### src/inc/dtc_defs.svh
/*
 * Register offsets, field positions, reset values and prescaler exponents
 * for the dual timer/counter block.
 * Assumes byte addressing on a 32-bit AHB-Lite bus, one word per register.
 */
`ifndef DTC_DEFS_SVH
`define DTC_DEFS_SVH

// ------------------------------------------------------------
// register byte offsets
// ------------------------------------------------------------
`define DTC_OFF_MODE_A   8'h00
`define DTC_OFF_MODE_B   8'h04
`define DTC_OFF_ALTFUNC  8'h08
`define DTC_OFF_MATCH_A  8'h0C
`define DTC_OFF_MATCH_B  8'h10
`define DTC_OFF_COUNT    8'h14
`define DTC_OFF_CAPTURE  8'h18
`define DTC_OFF_STATUS   8'h1C
`define DTC_OFF_MASK     8'h20
`define DTC_OFF_EDGE     8'h24

// ------------------------------------------------------------
// field positions
// ------------------------------------------------------------
`define DTC_A_CAP_BIT    3
`define DTC_B_CAP_BIT    2
`define DTC_B_PWM_BIT    3
`define DTC_B_CHAIN_BIT  4
`define DTC_PIN_FUNC_BIT 4
`define DTC_ST_MATCH_A   0
`define DTC_ST_MATCH_B   1
`define DTC_ST_EDGE_A    2
`define DTC_ST_EDGE_B    3

// ------------------------------------------------------------
// reset values
// ------------------------------------------------------------
`define DTC_RST_BYTE     8'h00
`define DTC_RST_NIB      4'h0

// ------------------------------------------------------------
// prescaler: exponent of two for each tap, tap 0 is divide by one
// ------------------------------------------------------------
`define DTC_PRE_TAPS     8
`define DTC_PRE_BITS     11
`define DTC_PRE_EXP(i)   ((i) == 0 ? 0 : (i) == 1 ? 1 : (i) == 2 ? 2 : \
	(i) == 3 ? 3 : (i) == 4 ? 5 : (i) == 5 ? 7 : (i) == 6 ? 9 : 11)
`define DTC_EXT_CLK_SEL  3'h7
`define DTC_CHAIN_CLK    2'h3

`endif

### src/inc/dtc_pkg.sv
/*
 * Types shared by the dual timer/counter block.
 * Assumes nothing beyond a SystemVerilog compiler.
 */
package dtc_pkg;

	typedef logic [7:0] dtc_byte_t;

	// edge selection of a capture pin
	typedef enum logic [1:0]
	{
		DTC_EDGE_FALL = 2'h0,
		DTC_EDGE_RISE = 2'h1,
		DTC_EDGE_BOTH = 2'h2
	} dtc_edge_t;

endpackage

### src/rtl/dtc_prescaler.sv
/*
 * Free running prescaler for the timer/counter pair: one pulse per
 * 1, 2, 4, 8, 32, 128, 512 or 2048 clocks.
 * Assumes the system clock is the oscillator rate seen by the timers.
 */
`timescale 1ns/10ps
`default_nettype none
`include "dtc_defs.svh"

module dtc_prescaler
(
	input  wire logic                      clock,
	input  wire logic                      rst,
	output logic [`DTC_PRE_TAPS-1:0]       tick
);

	logic [`DTC_PRE_BITS-1:0] div_reg;

	always_ff @(posedge clock)
	begin
		if (rst)
			div_reg <= '0;
		else
			div_reg <= div_reg + 11'h001;
	end

	// ------------------------------------------------------------
	// taps
	// ------------------------------------------------------------
	genvar i;
	generate
		for (i = 0; i < `DTC_PRE_TAPS; i++)
		begin : g_tap
			if (`DTC_PRE_EXP(i) == 0)
			begin : g_one
				assign tick[i] = 1'b1;
			end
			else
			begin : g_div
				assign tick[i] = &div_reg[`DTC_PRE_EXP(i)-1:0];
			end
		end
	endgenerate

endmodule

`default_nettype wire

### src/rtl/dtc_top.sv
/*
 * Dual 8-bit timer/counter, chainable to 16 bits, with capture, compare
 * output toggle, sticky interrupt status and an AHB-Lite register slave.
 * Assumes synchronous inputs, a single 20 MHz clock and single word
 * transfers; the pwm waveform itself lives outside this block.
 */
`timescale 1ns/10ps
`default_nettype none
`include "dtc_defs.svh"

module dtc_top
(
	input  wire logic        clock,
	input  wire logic        rst,
	input  wire logic        hsel,
	input  wire logic [31:0] haddr,
	input  wire logic [1:0]  htrans,
	input  wire logic        hwrite,
	input  wire logic [2:0]  hsize,
	input  wire logic [31:0] hwdata,
	input  wire logic        hready,
	output logic [31:0]      hrdata,
	output logic             hreadyout,
	output logic             hresp,
	input  wire logic        event_count_input,
	input  wire logic        capture_pin_a,
	input  wire logic        capture_pin_b,
	output logic             compare_out,
	output logic             irq
);

	// ------------------------------------------------------------
	// registers
	// ------------------------------------------------------------
	dtc_pkg::dtc_byte_t timer_a_mode_reg;
	dtc_pkg::dtc_byte_t timer_b_mode_reg;
	dtc_pkg::dtc_byte_t port_b_altfunc_reg;
	dtc_pkg::dtc_byte_t timer_a_match_reg;
	dtc_pkg::dtc_byte_t timer_b_match_reg;
	dtc_pkg::dtc_byte_t count_a_reg;
	dtc_pkg::dtc_byte_t count_b_reg;
	dtc_pkg::dtc_byte_t capture_a_reg;
	dtc_pkg::dtc_byte_t capture_b_reg;
	logic [3:0]         status_reg;
	logic [3:0]         mask_reg;
	logic [3:0]         edge_reg;
	logic               event_prev_reg;
	logic               pin_a_prev_reg;
	logic               pin_b_prev_reg;
	logic               wr_pend_reg;
	logic [7:0]         wr_addr_reg;
	logic               compare_out_reg;
	logic               irq_reg;
	logic [31:0]        hrdata_reg;
	logic               hreadyout_reg;
	assign hrdata    = hrdata_reg;
	assign hreadyout = hreadyout_reg;
	assign hresp     = 1'b0;
	assign compare_out = compare_out_reg;
	assign irq       = irq_reg;
	// ------------------------------------------------------------
	// mode decode
	// ------------------------------------------------------------
	wire [2:0] timer_a_clock_sel   = timer_a_mode_reg[2:0];
	wire       timer_a_capture_sel = timer_a_mode_reg[`DTC_A_CAP_BIT];
	wire [1:0] timer_b_clock_sel   = timer_b_mode_reg[1:0];
	wire       timer_b_capture_sel = timer_b_mode_reg[`DTC_B_CAP_BIT];
	wire       pulse_width_mode_on = timer_b_mode_reg[`DTC_B_PWM_BIT];
	wire       chain_sixteen_sel   = timer_b_mode_reg[`DTC_B_CHAIN_BIT];
	wire       compare_pin_func_sel =
		port_b_altfunc_reg[`DTC_PIN_FUNC_BIT];

	// chaining needs timer b clock 11; otherwise the pair stays split
	wire chain_on  = chain_sixteen_sel &
		(timer_b_clock_sel == `DTC_CHAIN_CLK);
	wire pwm_on    = pulse_width_mode_on & ~chain_on;
	wire cap_a_on  = timer_a_capture_sel;
	// timer b capture bit is ignored once chained or in pwm
	wire cap_b_on  = timer_b_capture_sel & ~chain_on & ~pwm_on;
	wire cmp_on    = compare_pin_func_sel & ~pwm_on;
	// ------------------------------------------------------------
	// clock sources
	// ------------------------------------------------------------
	logic [`DTC_PRE_TAPS-1:0] pre_tick;
	dtc_prescaler u_prescaler
	(
		.clock (clock),
		.rst   (rst),
		.tick  (pre_tick)
	);
	wire       event_rise = event_count_input & ~event_prev_reg;
	wire [2:0] tap_a      = 3'(timer_a_clock_sel + 3'h1);
	wire       tick_a     = (timer_a_clock_sel == `DTC_EXT_CLK_SEL) ?
		event_rise : pre_tick[tap_a];
	// 00, 01, 10 are the fast sources; 11 follows timer a's clock
	wire       tick_b     = (timer_b_clock_sel == 2'h0) ? pre_tick[0] :
		(timer_b_clock_sel == 2'h1) ? pre_tick[1] :
		(timer_b_clock_sel == 2'h2) ? pre_tick[3] : tick_a;
	// ------------------------------------------------------------
	// capture pin edges
	// ------------------------------------------------------------
	function automatic logic edge_hit(input logic prev, input logic cur,
		input logic [1:0] sel);
		logic rise;
		logic fall;
		rise = cur & ~prev;
		fall = ~cur & prev;
		unique case (sel)
			dtc_pkg::DTC_EDGE_FALL: edge_hit = fall;
			dtc_pkg::DTC_EDGE_RISE: edge_hit = rise;
			default:                edge_hit = rise | fall;
		endcase
	endfunction
	wire edge_a   = edge_hit(pin_a_prev_reg, capture_pin_a, edge_reg[1:0]);
	wire edge_b   = edge_hit(pin_b_prev_reg, capture_pin_b, edge_reg[3:2]);
	wire cap_a_ev = cap_a_on & edge_a;
	wire cap_b_ev = cap_b_on & edge_b;
	// ------------------------------------------------------------
	// count, match and capture
	// ------------------------------------------------------------
	wire eq_a     = count_a_reg == timer_a_match_reg;
	wire eq_b     = count_b_reg == timer_b_match_reg;
	wire eq_16    = eq_a & eq_b;
	wire carry_a  = count_a_reg == 8'hFF;
	wire wrap_a8  = ~chain_on & tick_a & eq_a & ~cap_a_ev;
	wire wrap_16  = chain_on & tick_a & eq_16 & ~cap_a_ev;
	wire wrap_b8  = ~chain_on & tick_b & eq_b & ~cap_b_ev;
	wire step_a   = tick_a & ~cap_a_ev & ~(wrap_a8 | wrap_16);
	wire step_b16 = chain_on & step_a & carry_a;
	wire step_b8  = ~chain_on & tick_b & ~cap_b_ev & ~wrap_b8;

	// capture wins over a tick arriving in the same cycle
	wire [7:0] count_a_next = (cap_a_ev | wrap_a8 | wrap_16) ? 8'h00 :
		step_a ? 8'(count_a_reg + 8'h01) : count_a_reg;
	wire clr_b = chain_on ? (cap_a_ev | wrap_16) : (cap_b_ev | wrap_b8);
	wire [7:0] count_b_next = clr_b ? 8'h00 :
		(step_b16 | step_b8) ? 8'(count_b_reg + 8'h01) : count_b_reg;
	wire set_match_a = wrap_a8 | wrap_16;
	wire set_match_b = wrap_b8;
	wire cmp_toggle  = cmp_on & (chain_on ? wrap_16 : wrap_b8);
	always_ff @(posedge clock)
	begin
		if (rst)
		begin
			count_a_reg <= `DTC_RST_BYTE;
			count_b_reg <= `DTC_RST_BYTE;
			capture_a_reg <= `DTC_RST_BYTE;
			capture_b_reg <= `DTC_RST_BYTE;
			compare_out_reg <= 1'b0;
		end
		else
		begin
			count_a_reg <= count_a_next;
			count_b_reg <= count_b_next;
			if (cap_a_ev)
				capture_a_reg <= count_a_reg;
			if ((cap_a_ev & chain_on) | cap_b_ev)
				capture_b_reg <= count_b_reg;
			compare_out_reg <= compare_out_reg ^ cmp_toggle;
		end
	end

	always_ff @(posedge clock)
	begin
		if (rst)
		begin
			event_prev_reg <= 1'b0;
			pin_a_prev_reg <= 1'b0;
			pin_b_prev_reg <= 1'b0;
		end
		else
		begin
			event_prev_reg <= event_count_input;
			pin_a_prev_reg <= capture_pin_a;
			pin_b_prev_reg <= capture_pin_b;
		end
	end
	// ------------------------------------------------------------
	// ahb-lite slave
	// ------------------------------------------------------------
	wire        bus_take = hsel & htrans[1] & hready;
	wire [7:0]  rd_addr  = haddr[7:0];
	wire        wr_now   = wr_pend_reg;
	wire [7:0]  wdata    = hwdata[7:0];
	wire        wr_mode_a  = wr_now & (wr_addr_reg == `DTC_OFF_MODE_A);
	wire        wr_mode_b  = wr_now & (wr_addr_reg == `DTC_OFF_MODE_B);
	wire        wr_alt     = wr_now & (wr_addr_reg == `DTC_OFF_ALTFUNC);
	wire        wr_match_a = wr_now & (wr_addr_reg == `DTC_OFF_MATCH_A);
	wire        wr_match_b = wr_now & (wr_addr_reg == `DTC_OFF_MATCH_B);
	wire        wr_status  = wr_now & (wr_addr_reg == `DTC_OFF_STATUS);
	wire        wr_mask    = wr_now & (wr_addr_reg == `DTC_OFF_MASK);
	wire        wr_edge    = wr_now & (wr_addr_reg == `DTC_OFF_EDGE);

	wire [3:0] status_set = {cap_b_on & edge_b, cap_a_on & edge_a,
		set_match_b, set_match_a};
	wire [3:0] status_clr = wr_status ? hwdata[3:0] : 4'h0;
	// a new event beats a write-one-to-clear in the same cycle
	wire [3:0] status_next = (status_reg & ~status_clr) | status_set;

	// unmapped offsets read as zero
	wire [31:0] rd_data =
		(rd_addr == `DTC_OFF_MODE_A)  ? {24'h0, timer_a_mode_reg} :
		(rd_addr == `DTC_OFF_MODE_B)  ? {24'h0, timer_b_mode_reg} :
		(rd_addr == `DTC_OFF_ALTFUNC) ? {24'h0, port_b_altfunc_reg} :
		(rd_addr == `DTC_OFF_MATCH_A) ? {24'h0, timer_a_match_reg} :
		(rd_addr == `DTC_OFF_MATCH_B) ? {24'h0, timer_b_match_reg} :
		(rd_addr == `DTC_OFF_COUNT)   ? {16'h0, count_b_reg, count_a_reg} :
		(rd_addr == `DTC_OFF_CAPTURE) ?
			{16'h0, capture_b_reg, capture_a_reg} :
		(rd_addr == `DTC_OFF_STATUS)  ? {28'h0, status_reg} :
		(rd_addr == `DTC_OFF_MASK)    ? {28'h0, mask_reg} :
		(rd_addr == `DTC_OFF_EDGE)    ? {28'h0, edge_reg} : 32'h0;

	always_ff @(posedge clock)
	begin
		if (rst)
		begin
			wr_pend_reg <= 1'b0;
			wr_addr_reg <= 8'h00;
			hrdata_reg <= 32'h0;
			hreadyout_reg <= 1'b1;
		end
		else
		begin
			wr_pend_reg <= bus_take & hwrite;
			wr_addr_reg <= rd_addr;
			hreadyout_reg <= 1'b1;
			if (bus_take & ~hwrite)
				hrdata_reg <= rd_data;
		end
	end

	always_ff @(posedge clock)
	begin
		if (rst)
		begin
			timer_a_mode_reg <= `DTC_RST_BYTE;
			timer_b_mode_reg <= `DTC_RST_BYTE;
			port_b_altfunc_reg <= `DTC_RST_BYTE;
			timer_a_match_reg <= `DTC_RST_BYTE;
			timer_b_match_reg <= `DTC_RST_BYTE;
			mask_reg <= `DTC_RST_NIB;
			edge_reg <= `DTC_RST_NIB;
		end
		else
		begin
			if (wr_mode_a)
				timer_a_mode_reg <= wdata;
			if (wr_mode_b)
				timer_b_mode_reg <= wdata;
			if (wr_alt)
				port_b_altfunc_reg <= wdata;
			if (wr_match_a)
				timer_a_match_reg <= wdata;
			if (wr_match_b)
				timer_b_match_reg <= wdata;
			if (wr_mask)
				mask_reg <= hwdata[3:0];
			if (wr_edge)
				edge_reg <= hwdata[3:0];
		end
	end

	always_ff @(posedge clock)
	begin
		if (rst)
		begin
			status_reg <= `DTC_RST_NIB;
			irq_reg <= 1'b0;
		end
		else
		begin
			status_reg <= status_next;
			irq_reg <= |(status_next & mask_reg);
		end
	end
endmodule

`default_nettype wire

### config.mk
export PLATFORM = sky130hd
export DESIGN_NAME = dtc_top
export DESIGN_NICKNAME = d
export VERILOG_FILES = /design/src/inc/dtc_pkg.sv /design/src/rtl/dtc_prescaler.sv /design/src/rtl/dtc_top.sv
export VERILOG_INCLUDE_DIRS = /design/src /design/src/inc
export SDC_FILE = /design/constraint.sdc
export NUM_CORES = 1
export LEC_CHECK = 0
export ABC_AREA = 1
export BUFFER_PORTS_ARGS = -buffer_cell sky130_fd_sc_hd__buf_2
export CAP_MARGIN = 20
export CORE_MARGIN = 10
export CORE_UTILIZATION = 45
export CTS_BUF_LIST = sky130_fd_sc_hd__clkbuf_8
export DETAILED_ROUTE_END_ITERATION = 8
export GPL_ROUTABILITY_DRIVEN = 0
export GPL_TIMING_DRIVEN = 0
export PLACE_DENSITY = 0.67
export REMOVE_ABC_BUFFERS = 1
export SETUP_SLACK_MARGIN = 0.1
export SKIP_CTS_REPAIR_TIMING = 1
export SLEW_MARGIN = 40
export SYNTH_ARGS = -nofsm -noshare
export SYNTH_HDL_FRONTEND = slang
export SYNTH_SLANG_ARGS = --single-unit
### constraint.sdc
create_clock -name clock -period 3.3 [get_ports clock]
set_clock_uncertainty 0.05 [all_clocks]
set_input_delay 0 -clock clock [delete_from_list [all_inputs] [get_ports clock]]
set_output_delay 0 -clock clock [all_outputs]
set_load 0.05 [all_outputs]
==> Yosys cells after proc, flatten, opt, wreduce, memory -nomap -nowiden <==
Index checks and enable logic that the tools add are counted.
{ "totals": {"input_bits": 77, "reg_bits": 141, "word_cells": 154} }
{ "classes": {"n_eq_ne": 25, "reduce_logical": 14, "n_lt_le_gt_ge": 1, "addsub": 4, "mux": 21, "bitwise_logic": 68} }
{ "op_table": {"columns": ["operator", "count"], "rows": [
  ["16-bit two-way mux", 7],
  ["8-bit by 5-bit equality test with 1-bit output, second input constant", 6],
  ["1-bit bitwise AND", 42],
  ["8-bit by 4-bit equality test with 1-bit output, second input constant", 4],
  ["8-bit by 6-bit equality test with 1-bit output, second input constant", 4],
  ["8-bit by 1-bit adder with 8-bit output, second input constant", 2],
  ["8-bit by 3-bit equality test with 1-bit output, second input constant", 2],
  ["8-bit equality test", 2],
  ["8-bit zero test", 2],
  ["4-bit two-way mux", 4],
  ["1-bit NOT", 12],
  ["11-bit by 1-bit adder with 11-bit output, second input constant", 1],
  ["11-bit AND reduction", 1],
  ["1-bit bitwise OR", 9],
  ["9-bit AND reduction", 1],
  ["4-bit bitwise AND", 2],
  ["8-bit equality test, second input constant", 1],
  ["1-bit two-way mux", 7],
  ["7-bit AND reduction", 1],
  ["2-bit by 1-bit equality test with 1-bit output, second input constant", 3],
  ["2-bit zero test", 3],
  ["5-bit AND reduction", 1],
  ["2-bit equality test, second input constant", 2],
  ["3-bit by 4-bit < comparator with 1-bit output, second input constant", 1],
  ["other kinds (11)", 13]
]} }

==> Logic depth before layout (Yosys ltp) <==
{ "depth": {"depth_word": 13, "mapped_depth": 17, "mapped_depth_nobuf": 17} }

==> By module <==
A second synthesis with hierarchy kept.
{ "unflattened": {"cells_unflattened": 851, "area_unflattened_um2": 6244.7} }
{ "by_module_without_submodules": {"columns": ["module", "seq_area_each_um2", "cells_each", "area_each_um2", "n_inst"], "rows": [
  ["dtc_top", 2282.2, 781, 5723.0, 1],
  ["dtc_prescaler", 220.2, 70, 521.8, 1]
]} }

==> Least setup slack after synthesis <==
No wires, ideal clock.
{ "synth_timing": {"path_kind": "register to register", "start": "register u_prescaler.div_reg[0]", "end": "register compare_out_reg (netlist: compare_out)", "t_arrival_ps": 1858, "stages_incl_launch_ff": 18, "setup_slack_ps": 1275, "path_cell_list": "dfxtp_1 ha_1 nand3_2 nor3_1 ha_1 a21oi_1 nand2_1 nand2_2 nand2_1 nand2_2 nand2_1 nand2_1 nand2_2 nand3_1 nand2_1 nand3_1 nand2_1 nor2_1"} }
{ "synth_between": {"elab_chain_cells": 13, "word_cells_on_any_way": 21, "cone_classes": "mux (7); bitwise (8); reduce/logical (6)"} }
{ "synth_lines": {"columns": ["element", "line", "text"], "rows": [
  ["start: declaration", "dtc_prescaler.sv:17", "logic [`DTC_PRE_BITS-1:0] div_reg;"],
  ["start signal: assignment", "dtc_prescaler.sv:24", "div_reg <= div_reg + 11'h001;"],
  ["11-bit AND reduction, or another cell as far along", "dtc_prescaler.sv:40", "assign tick[i] = &div_reg[`DTC_PRE_EXP(i)-1:0];"],
  ["1-bit binary-select mux with 3-bit select", "dtc_top.sv:94", "event_rise : pre_tick[tap_a];"],
  ["1-bit two-way mux (implied by the code)", "dtc_top.sv:94", null],
  ["1-bit two-way mux", "dtc_top.sv:93", "wire tick_a = (timer_a_clock_sel == `DTC_EXT_CLK_SEL) ?"],
  ["1-bit two-way mux", "dtc_top.sv:98", "(timer_b_clock_sel == 2'h2) ? pre_tick[3] : tick_a;"],
  ["1-bit two-way mux", "dtc_top.sv:97", "(timer_b_clock_sel == 2'h1) ? pre_tick[1] :"],
  ["1-bit two-way mux", "dtc_top.sv:96", "wire tick_b = (timer_b_clock_sel == 2'h0) ? pre_tick[0] :"],
  ["1-bit bitwise AND (3 in a row)", "dtc_top.sv:127", "wire wrap_b8 = ~chain_on & tick_b & eq_b & ~cap_b_ev;"],
  ["1-bit two-way mux *", "dtc_top.sv:140", "wire cmp_toggle = cmp_on & (chain_on ? wrap_16 : wrap_b8);"],
  ["1-bit bitwise AND *", "dtc_top.sv:140", null],
  ["1-bit XOR *", "dtc_top.sv:159", "compare_out_reg <= compare_out_reg ^ cmp_toggle;"],
  ["end signal: assignment", "dtc_top.sv:159", null],
  ["end: declaration", "dtc_top.sv:52", "logic compare_out_reg;"]
]} }
Every way passes the cells marked *; elsewhere a longest branch is shown, timed or not. The select of a mux whose other input is x is not followed.
A chain may end at the register's enable or synchronous reset.

==> Worst setup path in the final report <==
Same ends and word-level chain as after synthesis.

==> metrics.yaml <==
status: "finished, violations left"
violations: "hold timing"
vias: 5309
die_h_um: 135.1
grt_antenna_before_repair: 0
synthArstFlopShare_pct: 0
grt_max_degree: 56
rows: 41
cpPeakStageDelay_ns: 0.37
tightest_slew_ns: 0.8239
regArea_um2: 2502
cts_tree: "built"
ant_nets: 0
pin_count: 113
pwr-share-clk_pct: 44.2
netlist_area_um2: 5963
yosys.area.top_type: "dfxtp_1"
grt_pass1_vias: 4926
cp_top_family: "simple AND/OR/NAND/NOR gates"
globalRouteMet1Util_pct: 22.01
switching_share_pct: 23.91
cpMostUsedCell: "nand2_1"
core_um2: 12770
finalPower_mw: 3.136
clk_pin_slew_ns: 0.07
max_cap_violations: 0
cellLeakagePower_nw: 2.914
nFillCells: 1258
min_path_type: "input pin to register"
worstPathCellList: "ha_1 -> nand3_2 -> nor3_1 -> ha_1 -> a21oi_1 -> nand2_1 -> nand2_2 -> nand2_1 -> nand2_2 -> nand2_1 -> nand2_1 -> nand2_2 -> nand3_1 -> nand2_1 -> nand3_1 -> nand2_1 -> nor2_1"
r2r_end: "compare_out$_SDFF_PP0_"
post-route-min-period_ns: 2.428
diodes: 0
cts_buffers: 17
cp-start-kind: "register"
synth.ff_latch_count: 125
place_hpwl_um: 10990
startpoint: "u_prescaler.div_reg[0]$_SDFF_PP0_"
crit_end: "compare_out$_SDFF_PP0_"
critPathRequiredTime_ns: 3.60
syn2layout_area_growth_pct: 15.21
intPower_mw: 2.386
endpoint_kind: "register"
synthTopCellsByArea: "dfxtp_1 (42%), a21oi_1 (8.6%), nand2_1 (8.1%)"
critPathSlowestCell: "dfxtp_1"
syn_inst: 812
drtIter0Drc: 457
holdWs_ns: -0.01252
power.density_nw_per_um2: 456.5
ff2ff_setup_slack_ns: 0.87
yosys.cell_types.count: 43
cp.depth: 17
drive_gt1_share_pct: 11.95
cts.path.max_buffers: 2
layout_worst_path_cycle_share_pct: 73.58
seq_area_frac_synth_pct: 41.96
avgSynthCellArea_um2: 7.344
fin_nets: 956
wire_per_inst_um: 14.67
cts_max_level: 4
firstDrtPassIters: 5
portBuffers: 42
critPathMaxFanout: 7
ys_dominant_reg_cell: "dfxtp_1"
rsz0062_at_grt: "false"
clk_latency_ns: 0.45
worstRegToRegCells: 17
power.switching_uw: 749.9
timing.rr.start: "u_prescaler.div_reg[0]$_SDFF_PP0_"
start_util_pct: 46.68
use_met2_pct: 26.59
critPathBufInv: 0
vias_per_cell: 5.051
grt_pass1_wl_um: 24640
finalMaxSlewViolations: 0
setup_violations: 0
final_util_pct: 53.79
fmax_mhz: 411.8
worstPathArrival_ns: 2.73
power_frac_seq_pct: 49.0
grtUsageTotal_pct: 16.85
overflow: 0
die_w_um: 135.1
largest_reg_flops: 16
synth_edf_count: 0
comb_power_share_pct: 6.8
cts-root-buf: "clkbuf_8"
worstSetupPathType: "register to register"
multi_input_area_um2: 2924
drc: 0
die_area_um2: 18260
hold_violations: 3
slew_headroom_pct: 45.01
met3_usage_pct: 4.117
mostFrequentLayoutCell: "nand2_1"
clock_sinks: 125
grt.busiest_layer: "met2"
power.ir.vdd_worst_uv: 285.4
yosysWarnings: 0
final_cell_mix: "nand2_1 (128), dfxtp_1 (125), a21oi_1 (103)"
fin_tns_setup_ns: 0
synth.top_cell.area_share_pct: 41.96
wirelength_um: 15420
==> final cells by class <==
| class | count | area share (%) |
|---|---|---|
| multi-input cells | 562 | 42.56 |
| flip-flops and latches | 125 | 36.42 |
| repair buffers | 65 | 6.556 |
| inverters | 96 | 5.281 |
| clock buffers | 24 | 4.808 |
| well taps | 172 | 3.132 |
| clock inverters | 7 | 1.238 |
==> cells in the mapped netlist, types with 2 or more instances <==
| library cell | count |
|---|---|
| a21oi_2 | 2 |
| xnor2_1 | 8 |
| buf_2 | 5 |
| a22o_1 | 3 |
| inv_1 | 92 |
| o211ai_1 | 4 |
| or2_2 | 2 |
| nand2_1 | 128 |
| ha_1 | 12 |
| nand3_1 | 35 |
| o2111ai_1 | 2 |
| dfxtp_1 | 125 |
| nand4_1 | 10 |
| inv_2 | 3 |
| clkbuf_1 | 19 |
| nand2_2 | 5 |
| nor2_1 | 85 |
| nor4_1 | 2 |
| o21ai_0 | 74 |
| a21oi_1 | 103 |
| nor3_1 | 17 |
| xor2_1 | 17 |
| nand2_4 | 2 |
| clkbuf_2 | 3 |
| a211oi_1 | 11 |
| o22ai_1 | 5 |
| nor2_2 | 4 |
| conb_1 | 2 |
| buf_4 | 18 |
==> stage by stage <==
stage | setup slack [ns] | instances | cell area (um^2)
after CTS | 0.8476 | 1029 | 6650
after global routing | 0.5740 | 1051 | 6870
after floorplan | 1.263 | 783 | 5777
after global placement | 0.2222 | 997 | 6202
final | 0.8718 | 1051 | 6870
after detailed placement | 0.8309 | 998 | 6235
==> worst register-to-register path, stage by stage, from the launching register on <==
cell	delay (ns)
dfxtp_1	0.37
ha_1	0.23
nand3_2	0.12
nor3_1	0.15
ha_1	0.19
a21oi_1	0.07
nand2_1	0.09
nand2_2	0.08
nand2_1	0.07
nand2_2	0.12
nand2_1	0.10
nand2_1	0.06
nand2_2	0.12
nand3_1	0.16
nand2_1	0.17
nand3_1	0.09
nand2_1	0.06
nor2_1	0.04
==> power by group through the flow <==
stage,Sequential (mW),Combinational (mW),Clock (mW)
floorplan,1.57,0.129,0
global placement,1.57,0.189,0
detailed placement,1.57,0.193,0
CTS,1.54,0.193,1.41
global route,1.54,0.236,1.47
finish,1.54,0.213,1.39
==> layer usage <==
layer  up-vias  wire length (um)
met5         -                 0
li1       2756                 -
met4         0               187
met1      2423              7404
met3        18               746
met2       112              7080
==> cells by family (layout without fill, tap and decap cells) <==
group | count (synthesis) | count (layout) | synth area share [%]
buf+inv | 141 | 192 | 10.18
xor+xnor | 25 | 25 | 3.672
fa+ha+maj | 12 | 12 | 2.518
flops | 125 | 125 | 41.96
compound gates | 208 | 208 | 19.01
other cells | 2 | 18 | 0.1259
simple gates | 299 | 299 | 22.53
==> how the worst min path moves through the flow <==
stage	depth (start not counted)	to	start
global route	2	u_prescaler.div_reg[1]$_SDFF_PP0_	rst
global placement	3	wr_addr_reg[0]$_SDFF_PP0_	haddr[0]
finish	2	u_prescaler.div_reg[8]$_SDFF_PP0_	rst
detailed placement	3	wr_addr_reg[0]$_SDFF_PP0_	haddr[0]
CTS	3	wr_addr_reg[6]$_SDFF_PP0_	haddr[6]
floorplan	1	u_prescaler.div_reg[0]$_SDFF_PP0_	rst
(Power assumes the default switching activity.)
